`src/verilog/sse_pkg.sv`:
```
// Behaviour
// - Bit fifteen marks word as read or write.
// - Bits fourteen to nine hold entry select code.
// - Entry nine at 0x29, code 101001b, reset 0x5200.
// - Entry ten at 0x2A, code 101010b, reset 0x5400.
// - Entry eleven at 0x2B, code 101011b, reset 0x5600.
// - Return flag clear: advance after conversion ends.
// - Return flag set: go to first entry.
// - Bits seven to four pick second converter channel.
// - Bits three to zero pick first converter channel.
// - Entry eight at 0x28, code 101000b, reset 0x5000.
package sse_pkg;

  // Word geometry.
  localparam int unsigned ENTRY_COUNT = 4;
  localparam int unsigned WORD_WIDTH  = 16;
  localparam int unsigned BUS_WIDTH   = 32;
  localparam int unsigned ADDR_WIDTH  = 8;
  localparam int unsigned SLOT_WIDTH  = 2;
  localparam int unsigned CHAN_WIDTH  = 4;

  // Register indices; the byte address is four times the index.
  localparam logic [5:0] INDEX_ENTRY_EIGHT  = 6'h28;
  localparam logic [5:0] INDEX_ENTRY_NINE   = 6'h29;
  localparam logic [5:0] INDEX_ENTRY_TEN    = 6'h2a;
  localparam logic [5:0] INDEX_ENTRY_ELEVEN = 6'h2b;
  localparam logic [5:0] INDEX_SEQ_STATUS   = 6'h30;

  // Reset values of the entries.
  localparam logic [15:0] RESET_ENTRY_EIGHT  = 16'h5000;
  localparam logic [15:0] RESET_ENTRY_NINE   = 16'h5200;
  localparam logic [15:0] RESET_ENTRY_TEN    = 16'h5400;
  localparam logic [15:0] RESET_ENTRY_ELEVEN = 16'h5600;

  // Field positions inside an entry word.
  localparam int unsigned DIR_BIT = 15;
  localparam int unsigned SEL_MSB = 14;
  localparam int unsigned SEL_LSB = 9;
  localparam int unsigned RET_BIT = 8;
  localparam int unsigned CHB_MSB = 7;
  localparam int unsigned CHB_LSB = 4;
  localparam int unsigned CHA_MSB = 3;
  localparam int unsigned CHA_LSB = 0;

  // Status word field positions.
  localparam int unsigned STAT_SLOT_LSB = 0;
  localparam int unsigned STAT_CHA_LSB  = 4;
  localparam int unsigned STAT_CHB_LSB  = 8;
  localparam int unsigned STAT_BUSY_BIT = 12;

  // Sequencer slots, slot zero being entry eight.
  localparam logic [1:0] FIRST_SLOT = 2'h0;
  localparam logic [1:0] LAST_SLOT  = 2'h3;

  // Bus handshake states.
  typedef enum logic [2:0] {
    BUS_IDLE = 3'b001,
    BUS_RESP = 3'b010,
    BUS_DONE = 3'b100
  } sse_bus_state_e;

  // Select code that belongs to a slot.
  function automatic logic [5:0] sse_slot_code(input logic [1:0] slot);
    sse_slot_code = INDEX_ENTRY_EIGHT | {4'h0, slot};
  endfunction

  // Reset word of a slot.
  function automatic logic [15:0] sse_reset_word(input logic [1:0] slot);
    case (slot)
      2'h0:    sse_reset_word = RESET_ENTRY_EIGHT;
      2'h1:    sse_reset_word = RESET_ENTRY_NINE;
      2'h2:    sse_reset_word = RESET_ENTRY_TEN;
      default: sse_reset_word = RESET_ENTRY_ELEVEN;
    endcase
  endfunction

endpackage

```
`src/verilog/sse_mem_if.sv`:
```
`timescale 1ns/1ps
interface sse_mem_if;
  import sse_pkg::*;

  // Bus port of the entry store.
  logic [SLOT_WIDTH-1:0] busAddr;
  logic                  busWe;
  logic [WORD_WIDTH-1:0] busWdata;
  logic [WORD_WIDTH-1:0] busRdata;

  // Sequencer port of the entry store.
  logic [SLOT_WIDTH-1:0] seqAddr;
  logic [WORD_WIDTH-1:0] seqRdata;

  modport ctrl (output busAddr, busWe, busWdata, seqAddr, input busRdata, seqRdata);
  modport mem  (input busAddr, busWe, busWdata, seqAddr, output busRdata, seqRdata);
endinterface

```
`src/verilog/sse_entry_mem.sv`:
```
`timescale 1ns/1ps
module sse_entry_mem
  import sse_pkg::*;
(
  // Clock and reset.
  input wire logic clk,
  input wire logic resetn,
  // Store ports.
  sse_mem_if.mem   port
);

  logic [WORD_WIDTH-1:0] word_q [ENTRY_COUNT];
  logic [WORD_WIDTH-1:0] busRdata_q;
  logic [WORD_WIDTH-1:0] seqRdata_q;
  logic                  firstCycle_q;

  // Each entry resets to its own word and takes bus writes aimed at it.
  for (genvar g = 0; g < ENTRY_COUNT; g++) begin : gEntry
    always_ff @(posedge clk or negedge resetn) begin
      if (!resetn) begin
        word_q[g] <= sse_reset_word(2'(g));
      end else if (port.busWe && port.busAddr == 2'(g)) begin
        word_q[g] <= port.busWdata;
      end
    end

  end

  // Both read ports come out of registers.
  always_ff @(posedge clk or negedge resetn) begin
    if (!resetn) begin
      busRdata_q <= '0;
      seqRdata_q <= '0;
    end else begin
      busRdata_q <= word_q[port.busAddr];
      seqRdata_q <= word_q[port.seqAddr];
    end
  end

  assign port.busRdata = busRdata_q;
  assign port.seqRdata = seqRdata_q;

  // Marks the first cycle after reset release for the reset checks.
  always_ff @(posedge clk or negedge resetn) begin
    if (!resetn) begin
      firstCycle_q <= 1'b1;
    end else begin
      firstCycle_q <= 1'b0;
    end
  end
endmodule

```
`src/verilog/sse_top.sv`:
```
// The implementer's own choice: the Avalon-MM register port.
`timescale 1ns/1ps
module sse_top
  import sse_pkg::*;
(
  // Clock and reset.
  input  wire logic                  clk,
  input  wire logic                  resetn,
  // Avalon-MM slave.
  input  wire logic [ADDR_WIDTH-1:0] avs_address,
  input  wire logic                  avs_read,
  input  wire logic                  avs_write,
  input  wire logic [BUS_WIDTH-1:0]  avs_writedata,
  input  wire logic [3:0]            avs_byteenable,
  output logic      [BUS_WIDTH-1:0]  avs_readdata,
  output logic                       avs_waitrequest,
  // Conversion events from the converter engine.
  input  wire logic                  convStart,
  input  wire logic                  convDone,
  // Sequencer outputs.
  output logic      [CHAN_WIDTH-1:0] firstConverterChannel,
  output logic      [CHAN_WIDTH-1:0] secondConverterChannel,
  output logic      [SLOT_WIDTH-1:0] activeSlot,
  output logic                       convBusy
);

  sse_mem_if memIf ();

  sse_bus_state_e        state_q;
  sse_bus_state_e        state_d;
  logic                  waitReq_q;
  logic                  waitReq_d;
  logic [BUS_WIDTH-1:0]  readData_q;
  logic [BUS_WIDTH-1:0]  readData_d;
  logic [SLOT_WIDTH-1:0] activeSlot_q;
  logic [SLOT_WIDTH-1:0] activeSlot_d;
  logic [CHAN_WIDTH-1:0] firstChan_q;
  logic [CHAN_WIDTH-1:0] secondChan_q;
  logic                  convBusy_q;

  // Entry store with one bus port and one sequencer port.
  sse_entry_mem uMem (
    .clk    (clk),
    .resetn (resetn),
    .port   (memIf.mem)
  );

  // Address decode of the request.
  wire logic [5:0]            reqIndex   = avs_address[ADDR_WIDTH-1:2];
  wire logic [SLOT_WIDTH-1:0] reqSlot    = reqIndex[SLOT_WIDTH-1:0];
  wire logic                  reqEntry   = (reqIndex >= INDEX_ENTRY_EIGHT) && (reqIndex <= INDEX_ENTRY_ELEVEN);
  wire logic                  reqStatus  = (reqIndex == INDEX_SEQ_STATUS);
  wire logic                  busReq     = avs_read | avs_write;

  // Byte lanes zero and one merge into the stored word; upper lanes have no bits.
  wire logic [WORD_WIDTH-1:0] oldWord    = memIf.busRdata;
  wire logic [7:0]            mergedHigh = avs_byteenable[1] ? avs_writedata[15:8] : oldWord[15:8];
  wire logic [7:0]            mergedLow  = avs_byteenable[0] ? avs_writedata[7:0] : oldWord[7:0];
  wire logic [WORD_WIDTH-1:0] mergedWord = {mergedHigh, mergedLow};

  // A write is kept only when it carries the entry's own select code.
  wire logic                  selMatch   = mergedWord[SEL_MSB:SEL_LSB] == sse_slot_code(reqSlot);
  wire logic                  entryWe    = (state_q == BUS_DONE) && avs_write && reqEntry && selMatch;

  // Status word shows the sequencer's own state.
  wire logic [BUS_WIDTH-1:0]  statusWord = (BUS_WIDTH'(activeSlot_q) << STAT_SLOT_LSB)
                                         | (BUS_WIDTH'(firstChan_q) << STAT_CHA_LSB)
                                         | (BUS_WIDTH'(secondChan_q) << STAT_CHB_LSB)
                                         | (BUS_WIDTH'(convBusy_q) << STAT_BUSY_BIT);

  // Store connections.
  assign memIf.busAddr  = reqSlot;
  assign memIf.busWe    = entryWe;
  assign memIf.busWdata = mergedWord;
  assign memIf.seqAddr  = activeSlot_d;

  // Handshake: request seen in idle, store answers, then one cycle with waitrequest low.
  always_comb begin
    state_d = state_q;
    case (state_q)
      BUS_IDLE: begin
        if (busReq) begin
          state_d = BUS_RESP;
        end
      end
      BUS_RESP: begin
        state_d = BUS_DONE;
      end
      BUS_DONE: begin
        state_d = BUS_IDLE;
      end
      default: begin
        state_d = BUS_IDLE;
      end
    endcase
  end

  // Waitrequest drops only in the cycle of the done state.
  assign waitReq_d = (state_q != BUS_RESP);

  // Read data select; unmapped offsets read as zero.
  always_comb begin
    readData_d = readData_q;
    if (state_q == BUS_RESP) begin
      if (reqEntry) begin
        readData_d = BUS_WIDTH'(memIf.busRdata);
      end else if (reqStatus) begin
        readData_d = statusWord;
      end else begin
        readData_d = '0;
      end
    end
  end

  // Bus registers.
  always_ff @(posedge clk or negedge resetn) begin
    if (!resetn) begin
      state_q    <= BUS_IDLE;
      waitReq_q  <= 1'b1;
      readData_q <= '0;
    end else begin
      state_q    <= state_d;
      waitReq_q  <= waitReq_d;
      readData_q <= readData_d;
    end
  end

  // Fields of the active entry word.
  wire logic [WORD_WIDTH-1:0] seqWord     = memIf.seqRdata;
  wire logic                  returnFlag  = seqWord[RET_BIT];
  wire logic [CHAN_WIDTH-1:0] seqFirstCh  = seqWord[CHA_MSB:CHA_LSB];
  wire logic [CHAN_WIDTH-1:0] seqSecondCh = seqWord[CHB_MSB:CHB_LSB];

  // Next slot after a finished conversion; past entry eleven the walk wraps to entry eight.
  always_comb begin
    activeSlot_d = activeSlot_q;
    if (convDone) begin
      if (returnFlag) begin
        activeSlot_d = FIRST_SLOT;
      end else if (activeSlot_q == LAST_SLOT) begin
        activeSlot_d = FIRST_SLOT;
      end else begin
        activeSlot_d = activeSlot_q + 2'h1;
      end
    end
  end

  // Slot pointer and conversion tracking; a start in the cycle of a done keeps busy set.
  always_ff @(posedge clk or negedge resetn) begin
    if (!resetn) begin
      activeSlot_q <= FIRST_SLOT;
      convBusy_q   <= 1'b0;
    end else begin
      activeSlot_q <= activeSlot_d;
      convBusy_q   <= convStart | (convBusy_q & ~convDone);
    end
  end

  // Channels are caught at conversion start so later edits wait for the next one.
  always_ff @(posedge clk or negedge resetn) begin
    if (!resetn) begin
      firstChan_q  <= '0;
      secondChan_q <= '0;
    end else if (convStart) begin
      firstChan_q  <= seqFirstCh;
      secondChan_q <= seqSecondCh;
    end
  end

  // Outputs straight from registers.
  assign avs_readdata           = readData_q;
  assign avs_waitrequest        = waitReq_q;
  assign firstConverterChannel  = firstChan_q;
  assign secondConverterChannel = secondChan_q;
  assign activeSlot             = activeSlot_q;
  assign convBusy               = convBusy_q;
endmodule
```
`config.mk`:
```
export PLATFORM = sky130hd
export DESIGN_NAME = sse_top
export DESIGN_NICKNAME = d
export VERILOG_FILES = /design/src/verilog/sse_pkg.sv /design/src/verilog/sse_mem_if.sv /design/src/verilog/sse_entry_mem.sv /design/src/verilog/sse_top.sv
export SDC_FILE = /design/constraint.sdc
export NUM_CORES = 1
export LEC_CHECK = 0
export BUFFER_PORTS_ARGS = -buffer_cell sky130_fd_sc_hd__buf_2
export CAP_MARGIN = 25
export CORE_MARGIN = 2
export CORE_UTILIZATION = 45
export DETAILED_ROUTE_END_ITERATION = 10
export PLACE_DENSITY = 0.69
export SETUP_SLACK_MARGIN = 0.1
export SLEW_MARGIN = 20
export SYNTH_ARGS = -nofsm -noshare
export SYNTH_HDL_FRONTEND = slang
export SYNTH_SLANG_ARGS = --single-unit
```
`constraint.sdc`:
```
create_clock -name clk -period 5.5 [get_ports clk]
set_input_delay 0.275 -clock clk [delete_from_list [all_inputs] [get_ports clk]]
set_output_delay 0.275 -clock clk [all_outputs]
set_load 0.02 [all_outputs]
```
==> impl_metrics.json <==
{
  "status": "completed",
  "vias": 3130,
  "firstDrtPassIters": 5,
  "slowest_stage": "nor4_4",
  "synth_warnings": 0,
  "insertion_delay_ps": 410,
  "yosysUniqueCellTypes": 40,
  "grt_overflow": 0,
  "initial_core_util_pct": 46.02,
  "max_slew_margin_pct": 49.19,
  "power.density_nw_per_um2": 403.6,
  "rsz0062_at_grt": "false",
  "arrival_ps": 2690,
  "fp-row-count": 39,
  "ctsRootBufferMaster": "clkbuf_16",
  "cts.htree.levels": 4,
  "wl_per_cell_um": 19.17,
  "crit_chain": "nand4bb_1, or2_4, nor4_4, buf_4, mux2_2",
  "p_comb_share_pct": 16.8,
  "antenna_cells": 0,
  "drc": 0,
  "final_net_count": 470,
  "crit_type": "reg2reg",
  "hold_depth": 3,
  "ys_seq_area_share_pct": 57.72,
  "grtUsageTotal_pct": 19.23,
  "die_height_um": 111.8,
  "clock.fmax_mhz": 415.7,
  "crit_path_end_kind": "flip-flop",
  "final_util_pct": 54.66,
  "drv_slew": 0,
  "regToRegSetupSlack_ps": 3090,
  "fin_skew_ps": 7.830,
  "syn_to_final_growth_pct": 18.77,
  "post_cts_buffers": 0,
  "drive_gt1_share_pct": 45.83,
  "cap_violations": 0,
  "path_clk_slew_ps": 50,
  "clock_power_share_pct": 43.7,
  "stdcell_count": 575,
  "ys.flop_type": "dfrtp_1",
  "finalCriticalPeriod_ps": 2405,
  "synth-seq-cells": 120,
  "intPower_w": 0.001830,
  "dr.first_iter.drc_count": 189,
  "critPathLaunchType": "flip-flop",
  "numPortBuffers": 57,
  "switchingPower_w": 0.0006781,
  "ant_nets": 0,
  "critPathMaxStageDelay_ps": 570,
  "reg2reg_to": "uMem.word_q[17]",
  "hold_end": "state_q[1]",
  "synth_area_um2": 5233,
  "timing.setup.tns_ps": 0,
  "synth.avg_cell_area_um2": 14.87,
  "placed_cells": 542,
  "finalSetupViolCount": 0,
  "avgViaCountPerCell": 5.443,
  "finalHoldViolCount": 0,
  "power_w": 0.002509,
  "cts_tree": "yes",
  "fin_crit_sh_pct": 43.74,
  "grt_max_degree": 62,
  "multi_input_comb_area_um2": 2058,
  "ioPinCount": 94,
  "cts_sinks": 120,
  "dp_hpwl_um": 7035,
  "pwr-share-seq_pct": 39.4,
  "peakVddDrop_v": 0.0003055,
  "hp-class": "in2reg",
  "grt_pass1_vias": 3353,
  "cts_buffers": 17,
  "syn_inst": 352,
  "critPathMaxFanout": 9,
  "async_flop_share_pct": 100.0,
  "rr_worst_depth": 5,
  "dieArea_um2": 12510,
  "die_width_um": 111.8,
  "drt-total-wl_um": 11020,
  "worstMarginPinSlew_ps": 762.1,
  "min_from": "avs_write",
  "fillCellCount": 922,
  "antenna_found_initial": 0,
  "grt_pass1_wl_um": 18160,
  "cts_buffer_depth": 2,
  "crit_required_ps": 5790,
  "core_um2": 11370,
  "r2r_start": "state_q[1]",
  "gp_congestion": 0.7213,
  "final-seq-area_um2": 3020,
  "synth_edf_count": 0,
  "cellLeakagePower_nw": 3.175,
  "p_sw_share_pct": 27.03
}
cells in the final DEF, fill, tap and decap left out, types with 2 or more instances in the layout:
cell type,count
a221oi_1,11
a22o_1,5
and2_1,7
buf_2,56
buf_4,9
bufinv_16,3
clkbuf_1,6
clkbuf_16,17
clkinv_2,2
clkinvlp_4,3
conb_1,16
dfrtp_1,106
dfstp_2,14
inv_1,3
mux2_2,54
mux2_4,5
mux2i_1,27
mux4_2,16
nand2_1,3
nand2b_1,5
nand4bb_1,3
nor2_1,25
nor2b_1,5
nor4_4,3
or2_2,7
or2_4,2
power groups by stage:
stage               sequential, W  combinational, W  clock [W]
floorplan                 0.00106          0.000226          0
global placement         0.000999          0.000417          0
detailed placement        0.00100          0.000423          0
CTS                      0.000989          0.000426    0.00111
global route             0.000997          0.000455    0.00116
finish                   0.000989          0.000422    0.00110
layer usage:
metal	track usage [%]	vias to the layer above	share of wire (%)
li1	-	1388	-
met1	25.16	1642	45
met2	31.56	89	50
met3	5.280	11	4.3
met4	5.844	0	0.91
met5	0	-	0
final cells by class:
type / count / share of cell area (%)
flip-flops and latches: 120 / 48.60
multi-input cells: 210 / 33.12
clock buffers: 24 / 7.429
repair buffers: 66 / 5.758
well taps: 143 / 2.879
clock inverters: 8 / 1.973
inverters: 4 / 0.2416
cells by family after synthesis:
logic type / after synthesis / synth area share, %
buffers and inverters: 37 / 4.352
AND/OR/NAND/NOR: 69 / 8.871
other: 1 / 0.07167
flip-flops: 120 / 57.72
multiplexers: 103 / 25.32
adder cells (fa/ha/maj): 1 / 0.2391
AO/OA/AOI/OAI: 21 / 3.419
synth_stat cells, types with 2 or more instances:
| cell type | number | area [µm²] |
|---|---|---|
| a221oi_1 | 11 | 96.34 |
| a22o_1 | 5 | 43.79 |
| a2bb2oi_1 | 2 | 17.52 |
| and2_1 | 7 | 43.79 |
| buf_1 | 2 | 7.510 |
| buf_2 | 5 | 25.02 |
| buf_4 | 16 | 120.1 |
| buf_6 | 3 | 33.78 |
| clkbuf_1 | 7 | 26.28 |
| dfrtp_1 | 106 | 2653 |
| dfstp_2 | 14 | 367.9 |
| inv_1 | 3 | 11.26 |
| mux2_2 | 54 | 608.1 |
| mux2_4 | 5 | 75.07 |
| mux2i_1 | 27 | 270.3 |
| mux4_2 | 16 | 360.4 |
| nand2_1 | 3 | 11.26 |
| nand2b_1 | 5 | 31.28 |
| nand4bb_1 | 3 | 33.78 |
| nor2_1 | 25 | 93.84 |
| nor2b_1 | 5 | 31.28 |
| nor4_4 | 3 | 63.81 |
| or2_2 | 7 | 43.79 |
| or2_4 | 2 | 17.52 |
per-stage QoR:
| stage | hold slack [ps] | cell area [µm²] | worst slack, ps |
|---|---|---|---|
| 6_report | 163.1 | 6215 | 3095 |
| 3_5_place_dp | 396.9 | 5620 | 2993 |
| 5_1_grt | 173.5 | 6215 | 2977 |
| 4_1_cts | 150.5 | 6215 | 3086 |
| 3_3_place_gp | 380.3 | 5620 | 3013 |
| 2_1_floorplan | -20.59 | 5289 | 3560 |
worst max path at each step:
| stage | from | to | slack (ps) | cells after the start |
|---|---|---|---|---|
| floorplan | state_q[1] | uMem.word_q[22] | 3560 | 5 |
| CTS | state_q[1] | uMem.word_q[17] | 3090 | 5 |
| global route | state_q[1] | uMem.word_q[17] | 2980 | 5 |
| global placement | avs_address[4] | uMem.word_q[21] | 3010 | 6 |
| detailed placement | avs_address[4] | uMem.word_q[19] | 2990 | 6 |
| finish | state_q[1] | uMem.word_q[17] | 3090 | 5 |
worst max-delay path, delay by kind of cell, from the launching register on:
family,cells,cell delay [ps]
multiplexers,1,350
flip-flops,1,390
buffers and inverters,1,330
AND/OR/NAND/NOR,3,1220
sequential cells by signal (all words and copies together), names as in the netlist:
name                    count
uMem.word_q                64
avs_waitrequest             1
state_q                     3
firstConverterChannel       4
convBusy                    1
uMem.port.seqRdata          9
avs_readdata               16
activeSlot                  2
uMem.port.busRdata         16
secondConverterChannel      4
timing repair:
item,4_1_cts,5_1_grt
endpoints found under the setup margin,0,0
resized for setup,0,0
endpoints found under the hold margin,53,0
hold buffers,1,0
Power figures use the tool's default switching activity.
